[config.mk]
export PLATFORM = sky130hd
export DESIGN_NAME = ccf_flags
export DESIGN_NICKNAME = d
export VERILOG_FILES = /design/src/ccf_pkg.sv /design/src/ccf_eval_if.sv /design/src/ccf_eval.sv /design/src/ccf_flags.sv
export VERILOG_INCLUDE_DIRS = /design/src
export SDC_FILE = /design/constraint.sdc
export NUM_CORES = 1
export LEC_CHECK = 0
export BUFFER_PORTS_ARGS = -buffer_cell sky130_fd_sc_hd__buf_2
export CORE_ASPECT_RATIO = 1.25
export CORE_UTILIZATION = 30
export CTS_CLUSTER_DIAMETER = 120
export DETAILED_ROUTE_END_ITERATION = 16
export PLACE_DENSITY_LB_ADDON = 0.05
export SKIP_CTS_REPAIR_TIMING = 1
export SYNTH_ARGS = -nofsm -noshare
export SYNTH_HDL_FRONTEND = slang
export SYNTH_HIERARCHICAL = 1
export SYNTH_SLANG_ARGS = --single-unit
[constraint.sdc]
create_clock -name ref_clk -period 5.6 [get_ports ref_clk]
set_input_delay 0.84 -clock ref_clk [delete_from_list [all_inputs] [get_ports ref_clk]]
set_output_delay 0.84 -clock ref_clk [all_outputs]
set_load 0.02 [all_outputs]
[src/ccf_cfg.svh]
// Offsets, field positions, reset values and constants of the condition flag block
`ifndef CCF_CFG_SVH
`define CCF_CFG_SVH

`define CCF_ACC_W      56
`define CCF_ADDR_W     4
`define CCF_DATA_W     8
`define CCF_OUT_W      48

`define CCF_OFS_CODE   4'h0
`define CCF_OFS_MODE   4'h1
`define CCF_OFS_STAT   4'h2
`define CCF_OFS_MASK   4'h3

`define CCF_FLAG_W     6
`define CCF_MODE_W     4
`define CCF_EV_W       3

`define CCF_MODE_SC_LSB 0
`define CCF_MODE_SC_MSB 1
`define CCF_MODE_SAT    2
`define CCF_MODE_SIXT   3

`define CCF_EV_OVF     0
`define CCF_EV_EXT     1
`define CCF_EV_LIM     2

`define CCF_FLAGS_RST  6'h00
`define CCF_MODE_RST   4'h0
`define CCF_EV_RST     3'h0

`define CCF_POS48      48'h7FFFFFFFFFFF
`define CCF_NEG48      48'h800000000000
`define CCF_POS24      24'h7FFFFF
`define CCF_NEG24      24'h800000

`endif

[src/ccf_pkg.sv]
// Types and shared decode functions of the condition flag block
package ccf_pkg;
  `include "ccf_cfg.svh"

  typedef enum logic [1:0] {
    CCF_SC_NONE = 2'h0,
    CCF_SC_DOWN = 2'h1,
    CCF_SC_UP   = 2'h2,
    CCF_SC_RSVD = 2'h3
  } ccf_scale_t;

  // Packed in the bit order of the condition code register
  typedef struct packed {
    logic e;
    logic u;
    logic n;
    logic z;
    logic v;
    logic c;
  } ccf_flags_t;

  // High when the signed integer portion is not all ones or all zeros
  function automatic logic ccf_ext_cond(input logic [55:0] v, input ccf_scale_t m);
    logic r;
    r = 1'b0;
    unique case (m)
      CCF_SC_DOWN: r = ~(&v[55:48] | ~|v[55:48]);
      CCF_SC_UP:   r = ~(&v[55:46] | ~|v[55:46]);
      default:     r = ~(&v[55:47] | ~|v[55:47]);
    endcase
    return r;
  endfunction

  // High when the two top bits of the scaled upper portion agree
  function automatic logic ccf_unnorm(input logic [55:0] v, input ccf_scale_t m);
    logic r;
    r = 1'b0;
    unique case (m)
      CCF_SC_DOWN: r = ~(v[48] ^ v[47]);
      CCF_SC_UP:   r = ~(v[46] ^ v[45]);
      default:     r = ~(v[47] ^ v[46]);
    endcase
    return r;
  endfunction
endpackage

[src/ccf_eval_if.sv]
// Carrier between the flag register top and the flag evaluator
`timescale 1ns/1ps
interface ccf_eval_if;
  import ccf_pkg::*;
  logic [55:0] res;
  ccf_scale_t  scale;
  logic        is_logic;
  logic        ovf56;
  logic        carry;
  logic        sat_mode;
  logic        sixteen;
  ccf_flags_t  flags;

  modport req  (output res, scale, is_logic, ovf56, carry, sat_mode, sixteen, input flags);
  modport eval (input res, scale, is_logic, ovf56, carry, sat_mode, sixteen, output flags);
endinterface

[src/ccf_eval.sv]
// Combinational evaluation of the six condition flags from one result
`timescale 1ns/1ps
module ccf_eval (
  ccf_eval_if.eval io
);
  import ccf_pkg::*;

  logic fit48;
  logic fit32;

  // Result fits without the extension part in saturation mode
  always_comb begin
    fit48 = &io.res[55:47] | ~|io.res[55:47];
    fit32 = &io.res[55:31] | ~|io.res[55:31];
  end

  // Flag equations; carry ignores saturation mode on purpose
  always_comb begin
    io.flags.e = ccf_ext_cond(io.res, io.scale);
    io.flags.u = ccf_unnorm(io.res, io.scale);
    io.flags.n = io.is_logic ? io.res[47] : io.res[55];
    io.flags.z = (io.res == 56'h0);
    if (io.sat_mode) begin
      io.flags.v = io.ovf56 | ~(io.sixteen ? fit32 : fit48);
    end else begin
      io.flags.v = io.ovf56;
    end
    io.flags.c = io.carry;
  end
endmodule

[src/ccf_flags.sv]
// Condition flag register with move-source limiter, mode register and interrupt
//
// The implementer's own choices: the address map and the address-and-strobe port.
`timescale 1ns/1ps
`include "ccf_cfg.svh"
module ccf_flags
  import ccf_pkg::*;
#(
  parameter int ACC_W = `CCF_ACC_W
) (
  input  wire logic                   ref_clk,
  input  wire logic                   resetn,
  input  wire logic [`CCF_ADDR_W-1:0] reg_addr,
  input  wire logic [`CCF_DATA_W-1:0] reg_wdata,
  input  wire logic                   reg_wr,
  input  wire logic                   reg_rd,
  output logic      [`CCF_DATA_W-1:0] reg_rdata,
  input  wire logic                   alu_valid,
  input  wire logic [ACC_W-1:0]       alu_res,
  input  wire logic                   alu_is_logic,
  input  wire logic                   alu_ovf56,
  input  wire logic                   alu_carry_upd,
  input  wire logic                   alu_carry,
  input  wire logic                   mv_req,
  input  wire logic [ACC_W-1:0]       mv_acc,
  input  wire logic                   mv_wide,
  output logic      [`CCF_OUT_W-1:0]  mv_data,
  output logic                        mv_limited,
  output logic                        mv_valid,
  output ccf_pkg::ccf_flags_t         flags,
  output logic                        irq
);
  import ccf_pkg::*;

  // The bit positions of the flag equations are fixed to a 56-bit accumulator
  if (ACC_W != `CCF_ACC_W) begin : g_chk_width
    $error("ccf_flags supports only a 56-bit accumulator");
  end

  ccf_flags_t                 flags_ff;
  ccf_flags_t                 nxt_flags;
  logic [`CCF_MODE_W-1:0]     mode_ff;
  logic [`CCF_EV_W-1:0]       stat_ff;
  logic [`CCF_EV_W-1:0]       nxt_stat;
  logic [`CCF_EV_W-1:0]       mask_ff;
  logic [`CCF_EV_W-1:0]       events;
  logic [`CCF_DATA_W-1:0]     rdata_ff;
  logic [`CCF_DATA_W-1:0]     nxt_rdata;
  logic [`CCF_OUT_W-1:0]      mv_data_ff;
  logic [`CCF_OUT_W-1:0]      nxt_mv_data;
  logic                       mv_limited_ff;
  logic                       mv_valid_ff;
  logic                       mv_ext;
  logic                       irq_ff;
  logic                       wr_code;
  logic                       wr_mode;
  logic                       wr_stat;
  logic                       wr_mask;
  ccf_scale_t                 scale;

  ccf_eval_if ev_if ();

  // Register write decode
  always_comb begin
    wr_code = reg_wr && (reg_addr == `CCF_OFS_CODE);
    wr_mode = reg_wr && (reg_addr == `CCF_OFS_MODE);
    wr_stat = reg_wr && (reg_addr == `CCF_OFS_STAT);
    wr_mask = reg_wr && (reg_addr == `CCF_OFS_MASK);
  end

  // Scaling bits high then low in the mode register
  assign scale = ccf_scale_t'(mode_ff[`CCF_MODE_SC_MSB:`CCF_MODE_SC_LSB]);

  // Feed the evaluator with the result being written this cycle
  assign ev_if.res      = alu_res;
  assign ev_if.scale    = scale;
  assign ev_if.is_logic = alu_is_logic;
  assign ev_if.ovf56    = alu_ovf56;
  assign ev_if.carry    = alu_carry;
  assign ev_if.sat_mode = mode_ff[`CCF_MODE_SAT];
  assign ev_if.sixteen  = mode_ff[`CCF_MODE_SIXT];

  ccf_eval u_eval (
    .io (ev_if.eval)
  );

  // Next flags: hardware update beats a software write in the same cycle
  always_comb begin
    nxt_flags = flags_ff;
    if (wr_code) begin
      nxt_flags = ccf_flags_t'(reg_wdata[`CCF_FLAG_W-1:0]);
    end
    if (alu_valid) begin
      nxt_flags.e = ev_if.flags.e;
      nxt_flags.u = ev_if.flags.u;
      nxt_flags.n = ev_if.flags.n;
      nxt_flags.z = ev_if.flags.z;
      nxt_flags.v = ev_if.flags.v;
    end
    if (alu_carry_upd) begin
      nxt_flags.c = ev_if.flags.c;
    end
  end

  // Flags land one edge after the result appears so the next instruction sees them
  always_ff @(posedge ref_clk or negedge resetn) begin
    if (!resetn) begin
      flags_ff <= ccf_flags_t'(`CCF_FLAGS_RST);
    end else begin
      flags_ff <= nxt_flags;
    end
  end

  // Mode register: scaling, saturation and sixteen-bit selects
  always_ff @(posedge ref_clk or negedge resetn) begin
    if (!resetn) begin
      mode_ff <= `CCF_MODE_RST;
    end else if (wr_mode) begin
      mode_ff <= reg_wdata[`CCF_MODE_W-1:0];
    end
  end

  // Move-source limiter; 24-bit form sits in the low bits
  always_comb begin
    mv_ext = ccf_ext_cond(mv_acc, scale);
    if (mv_wide) begin
      nxt_mv_data = mv_acc[47:0];
      if (mv_ext) begin
        nxt_mv_data = mv_acc[55] ? `CCF_NEG48 : `CCF_POS48;
      end
    end else begin
      nxt_mv_data = {24'h000000, mv_acc[47:24]};
      if (mv_ext) begin
        nxt_mv_data = {24'h000000, (mv_acc[55] ? `CCF_NEG24 : `CCF_POS24)};
      end
    end
  end

  // Limited move answer one cycle after the request
  always_ff @(posedge ref_clk or negedge resetn) begin
    if (!resetn) begin
      mv_data_ff    <= 48'h000000000000;
      mv_limited_ff <= 1'b0;
      mv_valid_ff   <= 1'b0;
    end else begin
      mv_valid_ff   <= mv_req;
      mv_limited_ff <= mv_req && mv_ext;
      if (mv_req) begin
        mv_data_ff <= nxt_mv_data;
      end
    end
  end

  // Events: overflow, extension and limiting
  always_comb begin
    events = '0;
    events[`CCF_EV_OVF] = alu_valid && ev_if.flags.v;
    events[`CCF_EV_EXT] = alu_valid && ev_if.flags.e;
    events[`CCF_EV_LIM] = mv_req && mv_ext;
    // Set beats a same-cycle write-one clear so no event is lost
    nxt_stat = (stat_ff & ~(wr_stat ? reg_wdata[`CCF_EV_W-1:0] : `CCF_EV_RST)) | events;
  end

  // Sticky status, mask and registered interrupt level
  always_ff @(posedge ref_clk or negedge resetn) begin
    if (!resetn) begin
      stat_ff <= `CCF_EV_RST;
      mask_ff <= `CCF_EV_RST;
      irq_ff  <= 1'b0;
    end else begin
      stat_ff <= nxt_stat;
      if (wr_mask) begin
        mask_ff <= reg_wdata[`CCF_EV_W-1:0];
      end
      irq_ff <= |(nxt_stat & (wr_mask ? reg_wdata[`CCF_EV_W-1:0] : mask_ff));
    end
  end

  // Read mux; unmapped addresses and idle cycles read as zero
  always_comb begin
    nxt_rdata = '0;
    if (reg_rd) begin
      unique case (reg_addr)
        `CCF_OFS_CODE: nxt_rdata = {2'h0, flags_ff};
        `CCF_OFS_MODE: nxt_rdata = {4'h0, mode_ff};
        `CCF_OFS_STAT: nxt_rdata = {5'h00, stat_ff};
        `CCF_OFS_MASK: nxt_rdata = {5'h00, mask_ff};
        default:       nxt_rdata = '0;
      endcase
    end
  end

  always_ff @(posedge ref_clk or negedge resetn) begin
    if (!resetn) begin
      rdata_ff <= '0;
    end else begin
      rdata_ff <= nxt_rdata;
    end
  end

  assign reg_rdata  = rdata_ff;
  assign flags      = flags_ff;
  assign mv_data    = mv_data_ff;
  assign mv_limited = mv_limited_ff;
  assign mv_valid   = mv_valid_ff;
  assign irq        = irq_ff;

  // Checks on the flag, limiter, read data, status and interrupt behaviour
  chk_reset_clear: assert property (
    @(posedge ref_clk) $rose(resetn) |-> (flags_ff == ccf_flags_t'(`CCF_FLAGS_RST)))
    else $error("flags not zero after reset");

  chk_zero_flag: assert property (
    @(posedge ref_clk) disable iff (!resetn)
    alu_valid |=> (flags_ff.z == ($past(alu_res) == 56'h0)))
    else $error("zero flag wrong");

  chk_neg_flag: assert property (
    @(posedge ref_clk) disable iff (!resetn)
    alu_valid |=> (flags_ff.n == ($past(alu_is_logic) ? $past(alu_res[47]) : $past(alu_res[55]))))
    else $error("negative flag wrong");

  chk_ext_none: assert property (
    @(posedge ref_clk) disable iff (!resetn)
    (alu_valid && scale == CCF_SC_NONE)
      |=> (flags_ff.e == !(&$past(alu_res[55:47]) || !(|$past(alu_res[55:47])))))
    else $error("extension flag wrong without scaling");

  chk_ext_down: assert property (
    @(posedge ref_clk) disable iff (!resetn)
    (alu_valid && scale == CCF_SC_DOWN)
      |=> (flags_ff.e == !(&$past(alu_res[55:48]) || !(|$past(alu_res[55:48])))))
    else $error("extension flag wrong in scale down");

  chk_unnorm_up: assert property (
    @(posedge ref_clk) disable iff (!resetn)
    (alu_valid && scale == CCF_SC_UP)
      |=> (flags_ff.u == ($past(alu_res[46]) == $past(alu_res[45]))))
    else $error("unnormalized flag wrong in scale up");

  chk_unnorm_down: assert property (
    @(posedge ref_clk) disable iff (!resetn)
    (alu_valid && scale == CCF_SC_DOWN)
      |=> (flags_ff.u == ($past(alu_res[48]) == $past(alu_res[47]))))
    else $error("unnormalized flag wrong in scale down");

  chk_unnorm_none: assert property (
    @(posedge ref_clk) disable iff (!resetn)
    (alu_valid && scale == CCF_SC_NONE)
      |=> (flags_ff.u == ($past(alu_res[47]) == $past(alu_res[46]))))
    else $error("unnormalized flag wrong without scaling");

  chk_ovf_plain: assert property (
    @(posedge ref_clk) disable iff (!resetn)
    (alu_valid && !mode_ff[`CCF_MODE_SAT]) |=> (flags_ff.v == $past(alu_ovf56)))
    else $error("overflow flag wrong outside saturation");

  chk_ovf_sat48: assert property (
    @(posedge ref_clk) disable iff (!resetn)
    (alu_valid && mode_ff[`CCF_MODE_SAT] && !mode_ff[`CCF_MODE_SIXT] && !alu_ovf56)
      |=> (flags_ff.v == !(&$past(alu_res[55:47]) || !(|$past(alu_res[55:47])))))
    else $error("overflow flag wrong in saturation");

  chk_carry_copy: assert property (
    @(posedge ref_clk) disable iff (!resetn)
    alu_carry_upd |=> (flags_ff.c == $past(alu_carry)))
    else $error("carry flag not taken");

  chk_limit_pos48: assert property (
    @(posedge ref_clk) disable iff (!resetn)
    (mv_req && mv_wide && mv_ext && !mv_acc[55]) |=> (mv_limited && mv_data == `CCF_POS48))
    else $error("positive 48-bit limit wrong");

  chk_limit_neg24: assert property (
    @(posedge ref_clk) disable iff (!resetn)
    (mv_req && !mv_wide && mv_ext && mv_acc[55])
      |=> (mv_limited && mv_data == {24'h000000, `CCF_NEG24}))
    else $error("negative 24-bit limit wrong");

  chk_pass_wide: assert property (
    @(posedge ref_clk) disable iff (!resetn)
    (mv_req && mv_wide && !mv_ext)
      |=> (!mv_limited && mv_data == $past(mv_acc[47:0])))
    else $error("unlimited 48-bit move altered");

  chk_ext_up: assert property (
    @(posedge ref_clk) disable iff (!resetn)
    (alu_valid && scale == CCF_SC_UP)
      |=> (flags_ff.e == !(&$past(alu_res[55:46]) || !(|$past(alu_res[55:46])))))
    else $error("extension flag wrong in scale up");

  chk_ovf_sat32: assert property (
    @(posedge ref_clk) disable iff (!resetn)
    (alu_valid && mode_ff[`CCF_MODE_SAT] && mode_ff[`CCF_MODE_SIXT] && !alu_ovf56)
      |=> (flags_ff.v == !(&$past(alu_res[55:31]) || !(|$past(alu_res[55:31])))))
    else $error("overflow flag wrong in sixteen-bit saturation");

  chk_carry_sat: assert property (
    @(posedge ref_clk) disable iff (!resetn)
    (alu_carry_upd && mode_ff[`CCF_MODE_SAT]) |=> (flags_ff.c == $past(alu_carry)))
    else $error("carry flag changed by saturation mode");

  chk_rdata_idle: assert property (
    @(posedge ref_clk) disable iff (!resetn)
    !reg_rd |=> (reg_rdata == 8'h00))
    else $error("read data not zero outside a read");

  chk_stat_sticky: assert property (
    @(posedge ref_clk) disable iff (!resetn)
    !wr_stat |=> ((stat_ff & $past(stat_ff)) == $past(stat_ff)))
    else $error("status bit dropped without a clear");

  chk_flags_hold: assert property (
    @(posedge ref_clk) disable iff (!resetn)
    (!alu_valid && !alu_carry_upd && !wr_code) |=> $stable(flags_ff))
    else $error("flags changed without cause");

  chk_irq_level: assert property (
    @(posedge ref_clk) disable iff (!resetn)
    ##1 (irq == |(stat_ff & mask_ff)))
    else $error("interrupt level wrong");

  cov_sat_ovf: cover property (
    @(posedge ref_clk) disable iff (!resetn)
    alu_valid && mode_ff[`CCF_MODE_SAT] && ev_if.flags.v);

  cov_limit_neg: cover property (
    @(posedge ref_clk) disable iff (!resetn)
    mv_req && mv_ext && mv_acc[55]);

  cov_irq_rise: cover property (
    @(posedge ref_clk) disable iff (!resetn)
    $rose(irq));

  cov_sixteen_ovf: cover property (
    @(posedge ref_clk) disable iff (!resetn)
    alu_valid && mode_ff[`CCF_MODE_SIXT] && mode_ff[`CCF_MODE_SAT] && ev_if.flags.v);

  cov_stat_clear: cover property (
    @(posedge ref_clk) disable iff (!resetn)
    wr_stat && |(stat_ff & reg_wdata[`CCF_EV_W-1:0]));
endmodule

==> results of run 1 <==
[stage by stage]
stage | cell area, sq um | power [mW] | setup slack (ps)
5_1_grt | 5210 | 1.95 | 2210
6_report | 5210 | 1.84 | 2420
2_1_floorplan | 3850 | 1.08 | 3020
3_5_place_dp | 4930 | 1.32 | 2080
3_3_place_gp | 4930 | 1.31 | 2170
4_1_cts | 5210 | 1.87 | 2420
[worst paths after layout]
kind                        startpoint            to  slack (ps)  depth (start not counted)
max                         mv_acc[55]   mv_data[37]        2420                          7
min                        mv_data[46]   mv_data[46]         520                          2
max reg2reg                 mode_ff[0]   mv_data[37]        2850                          7
min reg2reg                mv_data[46]   mv_data[46]         520                          2
max in group asynchronous       resetn   mv_data[31]        4310                          1
min in group asynchronous       resetn  reg_rdata[4]         690                          1
[flip-flops by register name (all words and copies together) (netlist names)]
signal / flops
mask_ff: 3
mv_valid: 1
mode_ff: 4
irq: 1
flags: 6
mv_limited: 1
mv_data: 48
stat_ff: 3
reg_rdata: 6
[metal layers]
| layer | GRT usage | share of wire | up-vias | wire, microns |
|---|---|---|---|---|
| li1 | - | - | 1848 | - |
| met5 | 0 | 0.00084 | - | 10 |
| met4 | 0.0514 | 0.012 | 2 | 148 |
| met2 | 0.352 | 0.53 | 119 | 6270 |
| met3 | 0.0429 | 0.059 | 12 | 707 |
| met1 | 0.205 | 0.40 | 1803 | 4750 |
[worst max-delay path: cells and delay by family]
family	cells	cell delay, ps
AND/OR/NAND/NOR	3	1160
AO/OA/AOI/OAI	3	1060
buffers and inverters	1	250
[cell type report]
type	count	area [sq um]	area share
repair buffers	196	986	0.189
well taps	164	205	0.0394
clock buffers	13	270	0.0519
inverters	14	52.6	0.0101
clock inverters	2	12.5	0.00240
flip-flops and latches	73	1830	0.351
multi-input cells	306	1860	0.357
[synthesized netlist by cell type (7+ instances only)]
| cell type | instances |
|---|---|
| o21ai_0 | 34 |
| nor2_1 | 76 |
| inv_1 | 14 |
| a21oi_1 | 26 |
| nor4_1 | 34 |
| buf_4 | 7 |
| ha_1 | 10 |
| mux2_2 | 7 |
| dfrtp_1 | 73 |
| nand4_1 | 9 |
| mux2i_1 | 9 |
| nand2_1 | 44 |
| clkbuf_1 | 14 |
[power by group through the flow]
stage	clock, mW	combinational, mW	sequential (mW)
floorplan	0	0.254	0.821
global placement	0	0.604	0.704
detailed placement	0	0.612	0.707
CTS	0.558	0.614	0.701
global route	0.577	0.664	0.714
finish	0.539	0.599	0.699
[logic make-up (layout without fill, tap and decap cells)]
group                      Yosys count  after routing
other                                1              2
adders and majority gates           10             10
buffers and inverters               39            225
DFF                                 73             73
AOI/OAI and AO/OA                   80             80
and+or+nand+nor                    195            195
muxes                               19             19
==> flow_summary.ini, run 1 <==
[setup_path]
worst_setup_path_start_kind = input pin
crit_type = in2reg
cp_max_fo = 22
worstPathCellList = buf_2, nand4_1, o31a_1, a221oi_2, nor3_1, nor2_2, a21oi_1
cp.arrival_ps = 3330
slowest_delay_ps = 790
cp.required_ps = 5750
end_kind = flop
crit_slowest_cell = nor2_2

[cells_and_area]
area_growth_pct = 35.6
final_util = 0.423
n_fill_cell = 1301
layoutNonFillerInstCount = 768
drive_above_1_share = 0.391
final_cell_mix = buf_2 (194), nor2_1 (74), dfrtp_1 (73), nand2_1 (44)
diodes = 0
layout_commonest_cell = buf_2
layout.nets = 745

[cts]
ctsRootBufferMaster = clkbuf_16
clkSinkCount = 73
cts_max_path_buffers = 2
cts_max_level = 3
path_clk_slew_ps = 60
cts_tree = done
cts_buffers = 9
insertion_delay_ps = 320

[logic_synthesis]
ys_types = 50
synth_adder_area_share = 0.0326
synth_top_family_by_area = simple AND/OR/NAND/NOR gates
muxShareOfSynthArea = 0.0615
synthCells = 417
synth_area_leader_cell = dfrtp_1
synth_top_area_frac = 0.475
ys_ff_latch = 73
ys_seq_area_frac = 0.475
synth_compound_area_frac = 0.125
synthXorXnorAreaFrac = 0
syn_area_sq_um = 3840
async_reset_ff_frac = 1.00
synth_edf_count = 0
synthSimpleGateAreaFrac = 0.255
yosys-top-cells-area = dfrtp_1 (48%), nor2_1 (7.4%), nor4_1 (5.5%)
ys.flop_type = dfrtp_1
yosysWarnings = 6
avgSynthCellArea_sq_um = 9.21

[place]
detailed_place_hpwl_microns = 8770
gp_congestion = 0.744
dp.cells = 753
port_buffers = 195

[floorplanning]
io_pins = 200
die_area_sq_um = 13300
core_area_sq_um = 12300
die_height_microns = 129
die_x_microns = 103
initial_core_util = 0.312
rows = 45

[routing]
ant_nets = 0
drtIter0Drc = 121
drt-total-wl_microns = 11900
viasPerCell = 4.93
route.vias.total = 3784
drc = 0
routedWlPerCell_microns = 15.5
firstDrtPassIters = 4

[pwr]
pwr-share-clk = 0.293
leakagePower_nw = 2.52
power_density_nw_per_um2 = 353
p_sw_frac = 0.353
pwr-share-seq = 0.381
p_int_mw = 1.19
peakVddDrop_mv = 0.152
p_comb_frac = 0.326
switching_power_uw = 649

[job]
maxCapViolCount = 0

[timing]
slew_headroom = 0.261
hold_viol = 0
rsz0062_at_grt = no
worst_pin_slew_ps = 1110
period_share = 0.568
finalClockSkew_ps = 5.23
slew_viol_final = 0
fin_hold_ws_ps = 518
fin_tns_setup_ps = 0
fmax_mhz = 314
finalSetupViolations = 0
finalCriticalPeriod_ps = 3180

[grt]
grt_first_pass_wirelength_microns = 18900
grt_util_all_layers = 0.186
grt_pass1_vias = 3894
antenna_found_initial = 1
overflow = 0
grt_max_degree = 74

[min_path]
hold_class = reg2reg

[outcome]
status = finished clean
Note: power is estimated with default switching activity, not from simulation.
==> run 2: changes to the inputs <==
==> constraint.sdc (replaced) <==
create_clock -name ref_clk -period 3.2 [get_ports ref_clk]
set_input_delay 0.48 -clock ref_clk [delete_from_list [all_inputs] [get_ports ref_clk]]
set_output_delay 0.48 -clock ref_clk [all_outputs]
set_load 0.02 [all_outputs]
==> run 2 against run 1 <==
Net effect: cell area is 1.3% higher; largest power group unchanged; critical path depth stayed put; cell count is 0.65% higher; clock skew hardly changed; first-iteration DRC count is 21% lower; sequential cell count stayed put; global-route usage hardly changed; setup slack worse by 1900 ps; highest routed layer is now met4.
==> flow_summary.ini, run 2 (same netlist as run 1, synthesis figures left out) <==
[floorplanning]
die_area_sq_um = 13300
die_height_microns = 129
initial_core_util = 0.312
die_x_microns = 103
rows = 45
core_area_sq_um = 12300
io_pins = 200

[grt]
grt_max_degree = 74
grt_util_all_layers = 0.186
overflow = 0
antenna_found_initial = 0
grt_first_pass_wirelength_microns = 18800
grt_pass1_vias = 3891

[min_path]
hold_class = in2async

[timing]
finalCriticalPeriod_ps = 2730
fin_tns_setup_ps = 0
period_share = 0.854
hold_viol = 0
slew_viol_final = 0
finalSetupViolations = 0
fmax_mhz = 366
fin_hold_ws_ps = 290
slew_headroom = 0.291
worst_pin_slew_ps = 1060
finalClockSkew_ps = 4.78
rsz0062_at_grt = no

[routing]
firstDrtPassIters = 6
drc = 0
viasPerCell = 4.87
drt-total-wl_microns = 11800
drtIter0Drc = 96
ant_nets = 0
route.vias.total = 3767
routedWlPerCell_microns = 15.3

[setup_path]
cp.required_ps = 3350
worst_setup_path_start_kind = flop
cp_max_fo = 22
r2r_slack_ps = 470
end_kind = flop
cp.arrival_ps = 2880
crit_type = reg2reg

[pwr]
leakagePower_nw = 2.56
peakVddDrop_mv = 0.258
power_density_nw_per_um2 = 636

[outcome]
status = finished clean

[job]
maxCapViolCount = 0

[cts]
cts_tree = done
cts_max_level = 3
insertion_delay_ps = 330
clkSinkCount = 73
cts_max_path_buffers = 2
path_clk_slew_ps = 60
ctsRootBufferMaster = clkbuf_16
cts_buffers = 9

[place]
port_buffers = 195
detailed_place_hpwl_microns = 8860
gp_congestion = 0.755

[cells_and_area]
diodes = 0
drive_above_1_share = 0.394
area_growth_pct = 37.3
layout_commonest_cell = buf_2
layout.nets = 750
largest_reg_flops = 48
multi_input_area_sq_um = 1860
n_fill_cell = 1286
seqCellArea_sq_um = 1830
final_cell_mix = buf_2 (194), nor2_1 (74), dfrtp_1 (73), nand2_1 (44)
-- run 2: power breakdown --
| group | internal [mW] | switching [mW] |
|---|---|---|
| Sequential | 1.11 | 0.112 |
| Clock | 0.698 | 0.359 |
| Combinational | 0.401 | 0.669 |
| Total | 2.21 | 1.14 |
-- run 2: worst paths after layout --
| check | startpoint | end | cells after the start |
|---|---|---|---|
| worst min register to register | mv_data[46] | mv_data[46] | 2 |
| worst max-delay path | mode_ff[0] | mv_data[4] | 7 |
| worst max register to register | mode_ff[0] | mv_data[4] | 7 |
| max in group asynchronous | resetn | flags[4] | 1 |
| worst min-delay path | resetn | mv_data[13] | 1 |
| min in group ref_clk | alu_carry_upd | flags[0] | 2 |
-- run 2: metal layers --
metal | part of all wire | vias to the layer above | GRT usage
met5 | 0 | - | 0
met4 | 0.018 | 0 | 0.0671
met3 | 0.052 | 17 | 0.0489
met2 | 0.52 | 113 | 0.346
met1 | 0.41 | 1780 | 0.200
li1 | - | 1857 | -
-- run 2: final cells by class --
class                           count  share of cell area
Tap cell                          164              0.0389
Inverter                           14             0.00996
Multi-Input combinational cell    306               0.352
Clock inverter                      3              0.0123
Clock buffer                       12              0.0467
Timing Repair Buffer              201               0.194
Sequential cell                    73               0.346
-- run 2: worst max-delay path: stages (launching register included) --
cell	delay [ps]
dfrtp_1	480
inv_1	90
ha_1	370
o21a_1	220
or2_1	250
buf_4	170
nor2_2	780
nor4_1	170
-- run 2: metrics by stage --
stage	instances	utilization	instance area [sq um]	total power [mW]	setup WS, ps
2_1_floorplan	418	-	3850	1.88	979
3_3_place_gp	758	0.403	4970	2.31	321
3_5_place_dp	758	0.403	4970	2.33	283
4_1_cts	773	0.428	5280	3.42	404
5_1_grt	773	0.428	5280	3.56	276
6_report	773	0.428	5280	3.35	468
